[config.mk]
export PLATFORM = sky130hd
export DESIGN_NAME = ssp_core
export DESIGN_NICKNAME = d
export VERILOG_FILES = /design/src/ssp_pkg.sv /design/src/ssp_fifo.sv /design/src/ssp_core.sv
export SDC_FILE = /design/constraint.sdc
export NUM_CORES = 1
export LEC_CHECK = 0
export ABC_AREA = 0
export BUFFER_PORTS_ARGS = -buffer_cell sky130_fd_sc_hd__buf_2
export CELL_PAD_IN_SITES_DETAIL_PLACEMENT = 1
export CELL_PAD_IN_SITES_GLOBAL_PLACEMENT = 2
export CORE_MARGIN = 1
export CORE_UTILIZATION = 30
export CTS_BUF_LIST = sky130_fd_sc_hd__clkbuf_8
export DETAILED_ROUTE_END_ITERATION = 8
export GPL_TIMING_DRIVEN = 1
export HOLD_SLACK_MARGIN = 0.06
export PLACE_DENSITY = 0.6
export RECOVER_POWER = 50
export SYNTH_ARGS = -nofsm -noshare
export SYNTH_HDL_FRONTEND = slang
export SYNTH_SLANG_ARGS = --single-unit
[constraint.sdc]
create_clock -name clk_sys -period 4.7 [get_ports clk_sys]
set_input_delay 0.47 -clock clk_sys [delete_from_list [all_inputs] [get_ports clk_sys]]
set_output_delay 0.47 -clock clk_sys [all_outputs]
set_load 0.02 [all_outputs]
[src/ssp_pkg.sv]
// shared constants and types for the synchronous serial port core
// assumes one system clock; all users import ssp_pkg::*
package ssp_pkg;

	// ----------------------------------------------------------------
	// data path geometry
	// ----------------------------------------------------------------
	localparam int SSP_DATA_W     = 16;       // widest frame and fifo word
	localparam int SSP_FIFO_DEPTH = 8;        // transmit and receive fifo depth
	localparam int SSP_SKID_DEPTH = 2;        // skid buffer in front of the cpu read side
	localparam int SSP_LVL_W      = 4;        // width of an 8-deep fifo level
	localparam int SSP_SKID_LVL_W = 2;        // width of a 2-deep buffer level

	// ----------------------------------------------------------------
	// frame formats and engine states
	// ----------------------------------------------------------------
	typedef enum logic [1:0]
	{
		SSP_FMT_SPI  = 2'b00,                 // four-wire polarity/phase format
		SSP_FMT_SYNC = 2'b01,                 // frame-pulse synchronous format
		SSP_FMT_CMD  = 2'b10                  // half-duplex command/response format
	} ssp_fmt_type;

	typedef enum logic [1:0]
	{
		SSP_ST_IDLE  = 2'b00,                 // nothing on the wire
		SSP_ST_LEAD  = 2'b01,                 // frame signal set up before the clock
		SSP_ST_SHIFT = 2'b10,                 // clock edges running
		SSP_ST_TRAIL = 2'b11                  // frame signal held after last bit
	} ssp_state_type;

	// ----------------------------------------------------------------
	// configuration limits and timing counts
	// ----------------------------------------------------------------
	localparam logic [3:0] SSP_MIN_SIZE_CODE = 4'h3;   // size code 3 means 4 bits
	localparam logic [6:0] SSP_MIN_PRE_HALF  = 7'h01;  // prescale 2 gives one cycle per half
	localparam logic [4:0] SSP_CMD_BITS      = 5'h08;  // command message length
	localparam logic [4:0] SSP_CMD_GAP       = 5'h01;  // dead clock before the response
	localparam logic [4:0] SSP_CMD_MSB       = 5'h07;  // msb index of the command word
	localparam logic [1:0] SSP_LEAD_SPI      = 2'h1;   // half periods of select before clock
	localparam logic [1:0] SSP_LEAD_SYNC     = 2'h2;   // frame pulse lasts one whole period
	localparam logic [1:0] SSP_TRAIL_HALVES  = 2'h2;   // select held one period after last bit
	localparam logic [7:0] SSP_RTO_HALVES    = 8'h40;  // idle half periods before timeout
	localparam logic [3:0] SSP_TX_SERV_LVL   = 4'h4;   // tx service at or below half full
	localparam logic [3:0] SSP_RX_SERV_LVL   = 4'h4;   // rx service at or above half full

	// ----------------------------------------------------------------
	// interrupt source positions
	// ----------------------------------------------------------------
	localparam int SSP_IRQ_TX  = 0;           // transmit fifo service
	localparam int SSP_IRQ_RX  = 1;           // receive fifo service
	localparam int SSP_IRQ_RTO = 2;           // receive timeout
	localparam int SSP_IRQ_ROR = 3;           // receive overrun

endpackage

[src/ssp_fifo.sv]
// flip-flop fifo with valid/ready on both sides
// assumes single clock; used for the 8-deep fifos and the 2-entry skid buffer
module ssp_fifo #(
	parameter int WIDTH = 16,
	parameter int DEPTH = 8,
	parameter int LVL_W = 4
) (
	// clock and reset
	input  wire logic             clk_sys,
	input  wire logic             rst_n,
	// filling side
	input  wire logic             in_valid,
	input  wire logic [WIDTH-1:0] in_data,
	output logic                  in_ready,
	// draining side
	output logic                  out_valid,
	output logic      [WIDTH-1:0] out_data,
	input  wire logic             out_ready,
	// fill level
	output logic      [LVL_W-1:0] level
);
	localparam int AW = (DEPTH > 1) ? $clog2(DEPTH) : 1;
	localparam logic [AW-1:0]    LAST = AW'(DEPTH - 1);   // highest index
	localparam logic [LVL_W-1:0] FULL = LVL_W'(DEPTH);    // level when full

	logic [WIDTH-1:0] mem_q [DEPTH];      // storage, indexed by pointer
	logic [AW-1:0]    wr_q;               // next slot to write
	logic [AW-1:0]    rd_q;               // oldest slot
	logic [LVL_W-1:0] cnt_q;              // entries held
	logic             push;
	logic             pop;

	// full and empty come straight from the count, so they never lie
	assign in_ready  = (cnt_q != FULL);
	assign out_valid = (cnt_q != '0);
	assign out_data  = mem_q[rd_q];
	assign level     = cnt_q;
	assign push      = in_valid && in_ready;
	assign pop       = out_valid && out_ready;

	// wrap a pointer at the last slot
	function automatic logic [AW-1:0] bump(input logic [AW-1:0] p);
		bump = (p == LAST) ? '0 : p + 1'b1;
	endfunction

	// storage has no reset; unread slots are never presented
	always_ff @(posedge clk_sys)
	begin
		if (push)
		begin
			mem_q[wr_q] <= in_data;
		end
	end

	// pointers and count
	always_ff @(posedge clk_sys or negedge rst_n)
	begin
		if (!rst_n)
		begin
			wr_q  <= '0;
			rd_q  <= '0;
			cnt_q <= '0;
		end
		else
		begin
			if (push)
			begin
				wr_q <= bump(wr_q);
			end
			if (pop)
			begin
				rd_q <= bump(rd_q);
			end
			if (push && !pop)
			begin
				cnt_q <= cnt_q + 1'b1;
			end
			else if (pop && !push)
			begin
				cnt_q <= cnt_q - 1'b1;
			end
		end
	end
endmodule

[src/ssp_core.sv]
// synchronous serial port: bit-rate generator, fifos, shift engine, interrupts
// assumes control ports are held steady while a frame runs and that pin
// inputs are already synchronous to clk_sys
//
// Function
// [RULE1] prescale clock by even divisor 2 to 254
// [RULE2] then divide by rate field plus one
// [RULE3] serial clock equals system clock over product
// [RULE4] master: system clock at least twice serial
// [RULE5] slave: system clock twelve times serial clock
// [RULE6] transmit fifo, sixteen bits, eight entries
// [RULE7] receive fifo, sixteen bits, eight entries
// [RULE8] serialize transmit words onto transmit line
// [RULE9] shift in receive bits, load word to fifo
// [RULE10] four interrupt conditions detected
// [RULE11] enabled interrupts ORed into one request
// [RULE12] per-source mask bit, one enables
// [RULE13] raw and masked status both readable
// [RULE14] individual output for each interrupt source
// [RULE15] fifo-level interrupts apart from error interrupts
// [RULE16] frame size four to sixteen bits
// [RULE17] master or slave, three frame formats
// [RULE18] internal loopback from transmit to receive
// [RULE19] most significant bit sent first
// [RULE20] serial clock idle except during transfers
// [RULE21] timeout when clock idle and data waiting
// [RULE22] overrun when receive fifo full, frame dropped
module ssp_core
	import ssp_pkg::*;
(
	// clock and reset
	input  wire logic                        clk_sys,
	input  wire logic                        rst_n,
	// configuration
	input  wire logic                        port_enable,
	input  wire logic                        master_mode,
	input  wire ssp_pkg::ssp_fmt_type        frame_format,
	input  wire logic                        clk_polarity,
	input  wire logic                        clk_phase,
	input  wire logic                        loopback,
	input  wire logic [3:0]                  data_size_code,
	input  wire logic [7:0]                  clock_prescale_divisor,
	input  wire logic [7:0]                  serial_clock_rate_field,
	// interrupt control
	input  wire logic [3:0]                  irq_mask,
	input  wire logic                        clear_timeout,
	input  wire logic                        clear_overrun,
	// cpu write side of the transmit fifo
	input  wire logic                        tx_wr_valid,
	input  wire logic [ssp_pkg::SSP_DATA_W-1:0] tx_wr_data,
	output logic                             tx_wr_ready,
	// cpu read side of the receive path
	output logic                             rx_rd_valid,
	output logic [ssp_pkg::SSP_DATA_W-1:0]   rx_rd_data,
	input  wire logic                        rx_rd_ready,
	// status
	output logic [ssp_pkg::SSP_LVL_W-1:0]    tx_level,
	output logic [ssp_pkg::SSP_LVL_W-1:0]    rx_level,
	output logic                             port_busy,
	// interrupts
	output logic [3:0]                       irq_raw,
	output logic [3:0]                       irq_masked,
	output logic                             irq_combined,
	// serial pins
	output logic                             serial_clock_out,
	output logic                             serial_clock_oe_n,
	input  wire logic                        serial_clock_in,
	output logic                             frame_out,
	output logic                             frame_oe_n,
	input  wire logic                        frame_in,
	output logic                             transmit_data_line,
	output logic                             transmit_data_oe_n,
	input  wire logic                        receive_data_line
);
	// ----------------------------------------------------------------
	// declarations
	// ----------------------------------------------------------------
	ssp_state_type       state_q;          // engine state
	logic                sclk_q;           // master serial clock level
	logic [5:0]          edge_q;           // clock edges seen in this frame
	logic [1:0]          wait_q;           // half periods spent in lead/trail
	logic [15:0]         tx_sh_q;          // transmit shifter
	logic [15:0]         rx_sh_q;          // receive shifter
	logic [15:0]         rx_word_q;        // completed word awaiting the fifo
	logic                rx_push_q;        // one-cycle push strobe
	logic                sclk_prev_q;      // slave clock pin, previous cycle
	logic                frame_prev_q;     // slave frame pin, previous cycle
	logic [6:0]          pre_cnt_q;        // prescale counter
	logic [7:0]          rate_q;           // post-divide counter
	logic [7:0]          rto_cnt_q;        // idle half periods
	logic                rto_q;            // sticky timeout
	logic                ror_q;            // sticky overrun

	logic                eff_pol;          // clock idle level for this format
	logic                eff_pha;          // 1: sample on second edge
	logic [4:0]          periods;          // serial periods per frame
	logic [5:0]          last_edge;        // index of final edge
	logic [6:0]          pre_half;         // cycles per prescaled tick
	logic                pre_tick;
	logic                half_tick;        // one serial half period elapsed
	logic                edge_ev;          // an edge of the serial clock
	logic                sample_edge;
	logic [4:0]          bit_idx;
	logic [3:0]          msb;
	logic                tx_bit;
	logic                rx_bit;
	logic                do_sample;
	logic [15:0]         rx_next;
	logic                frame_fall;
	logic                start;
	logic                tx_valid;
	logic [15:0]         tx_data;
	logic                rx_in_ready;
	logic                rxf_valid;
	logic [15:0]         rxf_data;
	logic                skid_ready;
	logic [1:0]          skid_level;
	logic                rx_held;

	// ----------------------------------------------------------------
	// format decode
	// ----------------------------------------------------------------
	// periods in a frame; response format adds command and dead clock
	function automatic logic [4:0] frame_periods(input ssp_fmt_type f, input logic [3:0] c);
		logic [4:0] bits;
		bits = {1'b0, (c < SSP_MIN_SIZE_CODE) ? SSP_MIN_SIZE_CODE : c} + 5'h01; // [RULE16]
		frame_periods = (f == SSP_FMT_CMD) ? bits + SSP_CMD_BITS + SSP_CMD_GAP : bits;
	endfunction

	// synchronous format drives on rising and latches on falling edges
	assign eff_pol   = (frame_format == SSP_FMT_SPI) ? clk_polarity : 1'b0; // [RULE17]
	assign eff_pha   = (frame_format == SSP_FMT_SPI) ? clk_phase
	                 : (frame_format == SSP_FMT_SYNC);                     // [RULE17]
	assign periods   = frame_periods(frame_format, data_size_code);
	assign last_edge = {periods, 1'b0} - 6'h01;

	// ----------------------------------------------------------------
	// bit-rate generator
	// ----------------------------------------------------------------
	// half of the even prescale; bit 0 of the divisor is ignored
	assign pre_half  = (clock_prescale_divisor[7:1] < SSP_MIN_PRE_HALF)
	                 ? SSP_MIN_PRE_HALF : clock_prescale_divisor[7:1];      // [RULE1]
	assign pre_tick  = (pre_cnt_q == pre_half - 7'h01); // [RULE1]
	assign half_tick = pre_tick && (rate_q == serial_clock_rate_field);    // [RULE2]

	// free-running dividers; one full serial period is two half ticks, so
	// the period is prescale * (1 + rate) system clocks
	always_ff @(posedge clk_sys or negedge rst_n)
	begin
		if (!rst_n)
		begin
			pre_cnt_q <= '0;
			rate_q    <= '0;
		end
		else if (pre_tick)
		begin
			pre_cnt_q <= '0;
			rate_q    <= half_tick ? 8'h00 : rate_q + 8'h01; // [RULE3]
		end
		else
		begin
			pre_cnt_q <= pre_cnt_q + 7'h01;
		end
	end

	// ----------------------------------------------------------------
	// fifos
	// ----------------------------------------------------------------
	// transmit fifo: cpu pushes, the engine pops at frame start
	ssp_fifo #(.WIDTH(SSP_DATA_W), .DEPTH(SSP_FIFO_DEPTH), .LVL_W(SSP_LVL_W)) u_tx_fifo (
		.clk_sys   (clk_sys),
		.rst_n     (rst_n),
		.in_valid  (tx_wr_valid),
		.in_data   (tx_wr_data),
		.in_ready  (tx_wr_ready),
		.out_valid (tx_valid),
		.out_data  (tx_data),
		.out_ready (start),
		.level     (tx_level)
	); // [RULE6]

	// receive fifo: engine pushes completed words
	ssp_fifo #(.WIDTH(SSP_DATA_W), .DEPTH(SSP_FIFO_DEPTH), .LVL_W(SSP_LVL_W)) u_rx_fifo (
		.clk_sys   (clk_sys),
		.rst_n     (rst_n),
		.in_valid  (rx_push_q),
		.in_data   (rx_word_q),
		.in_ready  (rx_in_ready),
		.out_valid (rxf_valid),
		.out_data  (rxf_data),
		.out_ready (skid_ready),
		.level     (rx_level)
	); // [RULE7]

	// skid buffer lets the cpu stall its read without losing a word
	ssp_fifo #(.WIDTH(SSP_DATA_W), .DEPTH(SSP_SKID_DEPTH), .LVL_W(SSP_SKID_LVL_W)) u_rx_skid (
		.clk_sys   (clk_sys),
		.rst_n     (rst_n),
		.in_valid  (rxf_valid),
		.in_data   (rxf_data),
		.in_ready  (skid_ready),
		.out_valid (rx_rd_valid),
		.out_data  (rx_rd_data),
		.out_ready (rx_rd_ready),
		.level     (skid_level)
	);

	assign rx_held = rxf_valid || (skid_level != '0);

	// ----------------------------------------------------------------
	// shift datapath
	// ----------------------------------------------------------------
	assign bit_idx     = edge_q[5:1];
	assign sample_edge = (edge_q[0] == eff_pha);
	assign msb         = (frame_format == SSP_FMT_CMD) ? SSP_CMD_MSB[3:0] : 4'(periods - 5'h01);
	assign tx_bit      = tx_sh_q[msb];                                      // [RULE19]
	assign rx_bit      = loopback ? tx_bit : receive_data_line;             // [RULE18]
	// no capture while the command message is going out
	assign do_sample   = edge_ev && sample_edge && ((frame_format != SSP_FMT_CMD)
	                   || (bit_idx >= SSP_CMD_BITS + SSP_CMD_GAP));
	assign rx_next     = do_sample ? {rx_sh_q[14:0], rx_bit} : rx_sh_q;     // [RULE9]

	// master counts its own half ticks; slave watches the pin for changes,
	// which only works while the system clock is well above the pin rate
	assign edge_ev    = (state_q == SSP_ST_SHIFT) && (master_mode ? half_tick
	                  : (serial_clock_in != sclk_prev_q));                  // [RULE5]
	assign frame_fall = frame_prev_q && !frame_in;
	assign start      = (state_q == SSP_ST_IDLE) && port_enable
	                  && (master_mode ? tx_valid : frame_fall);              // [RULE17]

	// shifters: load at start; receive shifts on sampling edges, transmit on non-sampling edges after the first
	always_ff @(posedge clk_sys or negedge rst_n)
	begin
		if (!rst_n)
		begin
			tx_sh_q <= '0;
			rx_sh_q <= '0;
		end
		else if (start)
		begin
			// a slave with nothing queued sends zeros
			tx_sh_q <= tx_valid ? tx_data : 16'h0000;                          // [RULE8]
			rx_sh_q <= '0;
		end
		else if (edge_ev)
		begin
			rx_sh_q <= rx_next;
			if (!sample_edge && (edge_q != '0))
			begin
				tx_sh_q <= {tx_sh_q[14:0], 1'b0};                              // [RULE19]
			end
		end
	end

	// completed word handed to the receive fifo one cycle later
	always_ff @(posedge clk_sys or negedge rst_n)
	begin
		if (!rst_n)
		begin
			rx_word_q <= '0;
			rx_push_q <= 1'b0;
		end
		else
		begin
			rx_push_q <= edge_ev && (edge_q == last_edge);                     // [RULE9]
			if (edge_ev && (edge_q == last_edge))
			begin
				rx_word_q <= rx_next;
			end
		end
	end

	// ----------------------------------------------------------------
	// frame sequencer
	// ----------------------------------------------------------------
	always_ff @(posedge clk_sys or negedge rst_n)
	begin
		if (!rst_n)
		begin
			state_q <= SSP_ST_IDLE;
			edge_q  <= '0;
			wait_q  <= '0;
			sclk_q  <= 1'b0;
		end
		else
		begin
			case (state_q)
				SSP_ST_IDLE:
				begin
					sclk_q <= eff_pol;                                         // [RULE20]
					edge_q <= '0;
					wait_q <= '0;
					if (start)
					begin
						state_q <= master_mode ? SSP_ST_LEAD : SSP_ST_SHIFT;
					end
				end
				SSP_ST_LEAD:
				begin
					// select or frame pulse settles before the first edge
					if (half_tick)
					begin
						wait_q <= wait_q + 2'h1;
						if (wait_q + 2'h1 == ((frame_format == SSP_FMT_SYNC)
						    ? SSP_LEAD_SYNC : SSP_LEAD_SPI))
						begin
							state_q <= SSP_ST_SHIFT;
							wait_q  <= '0;
						end
					end
				end
				SSP_ST_SHIFT:
				begin
					if (!master_mode && (frame_format != SSP_FMT_SYNC) && frame_in)
					begin
						// master dropped select mid-word: abandon it
						state_q <= SSP_ST_IDLE;
					end
					else if (edge_ev)
					begin
						edge_q <= edge_q + 6'h01;
						sclk_q <= master_mode ? !sclk_q : sclk_q;              // [RULE3]
						if (edge_q == last_edge)
						begin
							state_q <= master_mode ? SSP_ST_TRAIL : SSP_ST_IDLE;
						end
					end
				end
				SSP_ST_TRAIL:
				begin
					sclk_q <= eff_pol;                                         // [RULE20]
					if (half_tick)
					begin
						wait_q <= wait_q + 2'h1;
						if (wait_q + 2'h1 == SSP_TRAIL_HALVES)
						begin
							state_q <= SSP_ST_IDLE;
						end
					end
				end
				default:
				begin
					state_q <= SSP_ST_IDLE;
				end
			endcase
		end
	end

	// slave pin history for edge and select detection
	always_ff @(posedge clk_sys or negedge rst_n)
	begin
		if (!rst_n)
		begin
			sclk_prev_q  <= 1'b0;
			frame_prev_q <= 1'b0;
		end
		else
		begin
			sclk_prev_q  <= serial_clock_in;
			frame_prev_q <= frame_in;
		end
	end

	// ----------------------------------------------------------------
	// pins
	// ----------------------------------------------------------------
	// master drives clock and frame; slave leaves those pads off
	assign serial_clock_out   = sclk_q;                                     // [RULE20]
	assign serial_clock_oe_n  = !(port_enable && master_mode);
	assign frame_oe_n         = !(port_enable && master_mode);
	assign frame_out          = (frame_format == SSP_FMT_SYNC) ? (state_q == SSP_ST_LEAD)
	                          : (state_q == SSP_ST_IDLE);
	assign transmit_data_line = tx_bit;                                     // [RULE8]
	// response phase of the command format belongs to the far end
	assign transmit_data_oe_n = !(port_enable && (state_q != SSP_ST_IDLE)
	                          && !((frame_format == SSP_FMT_CMD) && (bit_idx >= SSP_CMD_BITS)));
	assign port_busy          = (state_q != SSP_ST_IDLE) || tx_valid;

	// ----------------------------------------------------------------
	// interrupts
	// ----------------------------------------------------------------
	// timeout counts idle half periods while words sit unread
	always_ff @(posedge clk_sys or negedge rst_n)
	begin
		if (!rst_n)
		begin
			rto_cnt_q <= '0;
			rto_q     <= 1'b0;
		end
		else
		begin
			if ((state_q != SSP_ST_IDLE) || !rx_held)
			begin
				rto_cnt_q <= '0;
			end
			else if (half_tick && (rto_cnt_q != SSP_RTO_HALVES))
			begin
				rto_cnt_q <= rto_cnt_q + 8'h01;
			end
			// a new timeout in the clearing cycle wins
			if (half_tick && (rto_cnt_q == SSP_RTO_HALVES - 8'h01) && rx_held
			    && (state_q == SSP_ST_IDLE))
			begin
				rto_q <= 1'b1;                                                 // [RULE21]
			end
			else if (clear_timeout)
			begin
				rto_q <= 1'b0;
			end
		end
	end

	// overrun: word arrives at a full fifo and is dropped there
	always_ff @(posedge clk_sys or negedge rst_n)
	begin
		if (!rst_n)
		begin
			ror_q <= 1'b0;
		end
		else if (rx_push_q && !rx_in_ready)
		begin
			ror_q <= 1'b1;                                                     // [RULE22]
		end
		else if (clear_overrun)
		begin
			ror_q <= 1'b0;
		end
	end

	// level sources track the fifos; status sources are sticky
	assign irq_raw[SSP_IRQ_TX]  = port_enable && (tx_level <= SSP_TX_SERV_LVL); // [RULE15]
	assign irq_raw[SSP_IRQ_RX]  = (rx_level >= SSP_RX_SERV_LVL);               // [RULE15]
	assign irq_raw[SSP_IRQ_RTO] = rto_q;                                       // [RULE10]
	assign irq_raw[SSP_IRQ_ROR] = ror_q;                                       // [RULE10]
	assign irq_masked           = irq_raw & irq_mask; // [RULE12] [RULE13] [RULE14]
	assign irq_combined         = |irq_masked; // [RULE11]
endmodule

# Word-level counts from Yosys, hierarchy flattened
# Memory sizes are Yosys's and may differ from the RTL's.
# Index checks and enable logic that the tools add are counted.
# totals
word_cells	234
ff_bits	111
mem_bits_rw	288
in_bits	56
output_inout_bits	42
mem_count	3
# memory_table
memory	depth	word_bits	rd	rd_ports_with_merged_regs	wr	line_no	source
u_rx_fifo.mem_q	8	16	1	0	1	ssp_fifo.sv:26	logic [WIDTH-1:0] mem_q [DEPTH];
u_tx_fifo.mem_q	8	16	1	0	1	ssp_fifo.sv:26	
u_rx_skid.mem_q	2	16	1	0	1	ssp_fifo.sv:26	
# op_classes
bitwise_logic	1
eq_ne	33
n_reduce_logical	75
mux	68
magnitude_cmp	7
addsub	23
# ops
cell	count
$mux 16	7
$logic_and 1x1->1	32
$mux 2	16
$mux 4	6
$mux 8	3
$reduce_bool 2->1	12
$mux 1	22
$ne 2x2->1 const B	9
$add 8x1->8 const B	2
$logic_not 1->1	14
$mux 7	2
$add 3x1->3 const B	4
$eq 3x3->1 const B	4
$mux 3	4
$mux 6	2
$pmux 6 s2	1
$sub 4x1->4 const B	3
$ge 5x4->1 const B	2
$add 4x1->4 const B	2
$eq 2x2->1 const B	4
$eq 8x6->1 const B	1
$eq 8x8->1	1
$ne 4x4->1 const B	2
$ne 8x7->1 const B	1
41 further kinds	51

# Logic depth before layout (Yosys ltp)
# logic_depth
ltp_word	14
depth_mapped	18
mapped_depth_nobuf	15

# Modules after synthesis
# A second synthesis with hierarchy kept.
# hier_totals
cells_unflattened	1143
hier_area_um2	18071.1
# modules_own_cells
module	cells_per_inst	seq_area_each_um2	n_inst	area_per_inst_um2
ssp_fifo (u_rx_fifo)	252	4093.9	1	5594.1
ssp_fifo (u_tx_fifo)	252	4093.9	1	5592.9
ssp_core	571	2177.1	1	5481.5
ssp_fifo (u_rx_skid)	68	1061.0	1	1402.6

# Worst setup path before layout
# Ideal clock, no wire load.
# synth_timing
kind	input -> register
startpoint	input port clock_prescale_divisor[4]
endpoint	register rx_word_q[9]
setup_time_ps	125
t_required_ps	4575
cell_stages	12
setup_slack_ps	1033
path_buffers	1
arrival_time_ps	3542
path_cell_list	buf_2 nor4_1 a21oi_1 ha_1 o21ba_2 a221oi_1 a41o_1 and4_4 a31oi_4 nor4_4 mux2_2 mux2_2
# synth_via
elab_chain_cells	10
elab_cells_between_ends	11
classes_between	add/sub (1); order compare (1); eq/ne (1); mux (3); reduce/logical (5)
# synth_lines
item	line_no	source
from (decl)	ssp_core.sv:42	input wire logic [7:0] clock_prescale_divisor,
$lt 7x1->1	ssp_core.sv:141	assign pre_half = (clock_prescale_divisor[7:1] < SSP_MIN_PRE_HALF)
$mux 7 *	ssp_core.sv:142	? SSP_MIN_PRE_HALF : clock_prescale_divisor[7:1];
$sub 7x1->7 *	ssp_core.sv:143	assign pre_tick = (pre_cnt_q == pre_half - 7'h01);
$eq 7x7->1 *	ssp_core.sv:143	
$logic_and 1x1->1 *	ssp_core.sv:144	assign half_tick = pre_tick && (rate_q == serial_clock_rate_field);
$mux 1 *	ssp_core.sv:225	assign edge_ev = (state_q == SSP_ST_SHIFT) && (master_mode ? half_tick
$logic_and 1x1->1 *	ssp_core.sv:225	
$logic_and 1x1->1 (2 in series)	ssp_core.sv:219	assign do_sample = edge_ev && sample_edge && ((frame_format != SSP_FMT_CMD)
$mux 16	ssp_core.sv:221	assign rx_next = do_sample ? {rx_sh_q[14:0], rx_bit} : rx_sh_q;
to (signal assigned)	ssp_core.sv:268	rx_word_q <= rx_next;
to (decl)	ssp_core.sv:84	logic [15:0] rx_word_q;
# Every way passes the cells marked *; elsewhere a longest branch is shown, timed or not.
# A chain may end at the register's enable or synchronous reset.

# Final worst setup path
# layout_timing
startpoint	input port data_size_code[2]
endpoint	output port transmit_data_line
# layout_via
elab_chain_cells	10
# layout_lines
item	line_no	source
from (decl)	ssp_core.sv:41	input wire logic [3:0] data_size_code,
$lt 4x2->1	ssp_core.sv:126	bits = {1'b0, (c < SSP_MIN_SIZE_CODE) ? SSP_MIN_SIZE_CODE : c} + 5'h01;
$mux 4 *	ssp_core.sv:126	
$add 4x1->5 *	ssp_core.sv:126	
$add 5x4->5	ssp_core.sv:127	frame_periods = (f == SSP_FMT_CMD) ? bits + SSP_CMD_BITS + SSP_CMD_GAP : bits;
$add 5x1->5	ssp_core.sv:127	
$mux 5 *	ssp_core.sv:127	
$sub 4x1->4 *	ssp_core.sv:215	assign msb = (frame_format == SSP_FMT_CMD) ? SSP_CMD_MSB[3:0] : 4'(periods - 5'h01);
$mux 4 *	ssp_core.sv:215	
$bmux 1 s4 *	ssp_core.sv:216	assign tx_bit = tx_sh_q[msb];
$mux 1 (not written as such) *	ssp_core.sv:216	
to (decl)	ssp_core.sv:71	output logic transmit_data_line,
# Every way passes the cells marked *; elsewhere a longest branch is shown, timed or not. The select of a mux whose other input is x is not followed.

==> impl_metrics.yaml <==
placement:
  finalWeightedCongestion: 0.738
  dp.cells: 1928
  place_ws_ps: 538
  portBuffers: 96
  dp_hpwl_mm: 23.9
  dpl-instance-area_um2: 18700
die:
  die-area_um2: 58500
  die_y_um: 242
  core_um2: 56600
  io_pins: 98
  num_rows: 87
  die_w_um: 242
  start_util: 0.305
cells_and_area:
  area_growth_pct: 17.5
  fin_nets: 1356
  utilization: 0.358
  antennaDiodeCount: 0
  drive_above_1_share: 0.245
  stdcell_count: 2080
  design_area_um2: 20300
clock_network:
  h-tree-depth: 3
  cts.sinks: 399
  clock_path_buffers: 3
  tritoncts: "built"
  clk-insertion-delay-late_ps: 650
  cts_buffers: 74
  cts.clk_slew.worst_paths_ps: 50
  cts_setup_buffers: 0
  root_buffer: "clkbuf_8"
  cts_resized: 0
power:
  finalPower_mw: 11.4
  vdd.ir_drop.worst_v: 0.000220
  p_per_area_nw_per_um2: 565
  p_leak_nw: 7.33
timing:
  setup-tns-final_ps: 0
  fin_crit_ps: 3820
  fmax_mhz: 262
  tightest_slew_ps: 2900
  clock_skew_ps: 24.7
  fin_crit_sh: 0.812
  max_slew_margin: -0.935
  postLayoutSetupSlackWorst_ps: 882
  setup_viol_count_final: 0
  rsz0062_at_grt: "false"
  drv_slew: 84
  hold_slack_ps: 164
  hold_viol: 0
synthesis:
  ys_top_cells_by_area: "edfxtp_1, dfrtp_1, mux4_2"
  synth.avg_cell_area_um2: 15.6
  yosys_warnings: 0
  synth_enable_flop_cells: 288
  syn_area_um2: 17200
  async_reset_ff_frac: 0.278
  synth_mux_area_frac: 0.146
  synth_nets: 1192
  synth_compound_area_frac: 0.0470
  synth_top_family_by_area: "multiplexers"
  yosys.area_share.adder: 0.0248
  yosysSeqAreaShare: 0.662
  synth_seq_cells: 399
  synth_ff_type: "edfxtp_1"
  synth-simple-area-share: 0.0726
  synth_cell_type_count: 70
  yosysTopAreaCell: "edfxtp_1"
  synthXorXnorAreaFrac: 0.0267
  synth_cells: 1103
  yosys.area.top_type_share: 0.501
setup_path:
  cp_max_fo: 10
  critPathSlowestCell: "mux4_2"
  path_cells: "buf_2, nor2_1, or2_2, ha_1, inv_1, mux2i_1, inv_1, ha_1, xnor3_1, nand2_1, mux4_2, mux2i_1, mux2_2, inv_1, buf_2"
  path_class: "in -> out"
  critPathMaxStageDelay_ps: 350
  critPathMostFrequentCell: "inv_1"
  worst_ep_required_time_ps: 4230
  critPathLaunchType: "input port"
  crit_family: "multiplexers"
  crit_path_end_kind: "output port"
  cp.buffers_inverters: 5
  critPathArrivalTime_ps: 3350
route:
  wl_per_cell_um: 18.2
  drt-initial-drc-count: 385
  drc: 0
  postRouteAntennaNets: 0
  routed_via_density: 4.68
  vias: 9728
  routed_wl_mm: 37.9
  firstDrtPassIters: 4
worst_hold_path:
  hp-class: "in -> reg"
grt:
  grt_pass1_vias: 10600
  grt_use_total: 0.133
  overflow: 0
  grt_pass1_wl_mm: 61.1
  antenna_found_initial: 1
  grt_max_degree: 49
status:
  violations: "capacitance limit, slew limit"
  outcome: "finished with violations"
flow_run:
  drv_cap: 2
cells by family (layout without fill, tap and decap cells):
family / count (synthesis) / count (layout)
AO/OA/AOI/OAI: 130 / 130
XOR/XNOR: 51 / 51
AND/OR/NAND/NOR: 247 / 247
adder cells (fa/ha/maj): 33 / 33
buffers and inverters: 83 / 304
flip-flops: 399 / 399
multiplexers: 160 / 160
final cells by class:
class	instances	area [um2]
clock buffer	78	1070
multi-input combinational	621	5540
inverter	31	116
clock inverter	55	358
timing repair buffer	140	802
fill	5891	36300
tap	756	946
sequential	399	11400
repair_timing:
item | 4_1_cts | 5_1_grt
hold buffers | 19 | 0
endpoints found under the hold margin | 155 | 0
setup endpoints to repair | 0 | 0
cell usage after synthesis, types with 4 or more instances:
cell type	n
or3_1	6
inv_1	30
nor2_1	97
nand3_1	13
nor3b_1	7
nand3b_1	5
mux4_2	68
edfxtp_1	288
mux2i_1	33
nand4_1	7
ha_1	31
nor2b_1	7
o22ai_1	5
a21oi_1	54
dfrtp_1	111
xor2_1	13
buf_4	4
a21o_1	6
xnor2_1	37
nor3_1	15
clkbuf_1	31
nand2_1	34
nand2b_1	14
buf_2	7
nor4_1	6
o21ai_0	28
and3_1	6
buf_1	8
and2_1	12
mux2_2	59
sequential cells by signal (all words and copies together), names as in the netlist, 2 cells and up:
name,count
u_tx_fifo.wr_q,3
u_rx_skid.mem_q,32
wait_q,2
u_rx_fifo.wr_q,3
edge_q,6
rate_q,8
pre_cnt_q,7
u_rx_skid.level,2
u_tx_fifo.level,4
u_rx_fifo.level,4
u_tx_fifo.mem_q,128
u_rx_fifo.rd_q,3
tx_sh_q,16
rx_sh_q,16
u_rx_fifo.mem_q,128
state_q,2
rx_word_q,16
rto_cnt_q,8
u_tx_fifo.rd_q,3
layer usage:
metal	vias up	global-route usage	wire, um
met5	-	0	0
met4	0	0.0445	969
met3	83	0.0321	1220
met2	139	0.226	18900
met1	4972	0.166	16800
li1	4534	-	-
power breakdown:
part	total [mW]	internal, mW	leakage (nW)	switching [mW]
registers	5.15	4.47	3.98	0.680
logic	3.06	1.51	2.54	1.55
clock network	3.24	1.73	0.817	1.52
placed cells by master, fill, tap and decap left out, types with 37 or more instances in the layout:
master / instances
mux4_2: 68
xnor2_1: 37
edfxtp_1: 288
inv_1: 52
buf_2: 61
a21oi_1: 54
clkbuf_8: 78
mux2_2: 53
clkbuf_1: 37
nor2_1: 97
dfrtp_1: 108
tightest hold or removal path: stages:
cell     delay [ps]
buf_2           100
nand2_1         110
xnor2_1          70
worst paths after layout:
path | startpoint | end | slack, ps | cells after the start
max | data_size_code[2] | transmit_data_line | 880 | 15
min | rx_rd_ready | u_rx_skid.rd_q$_DFFE_PN0P_ | 160 | 3
max reg2reg | pre_cnt_q[3]$_DFF_PN0_ | rx_word_q[13]$_DFFE_PN0P_ | 1480 | 8
min reg2reg | u_rx_skid.wr_q$_DFFE_PN0P_ | u_rx_skid.wr_q$_DFFE_PN0P_ | 490 | 1
max in group asynchronous | rst_n | rx_word_q[13]$_DFFE_PN0P_ | 1190 | 3
min in group asynchronous | rst_n | state_q[1]$_DFFE_PN0P_ | 1310 | 2
No activity file was read; power rests on OpenSTA's default activity.
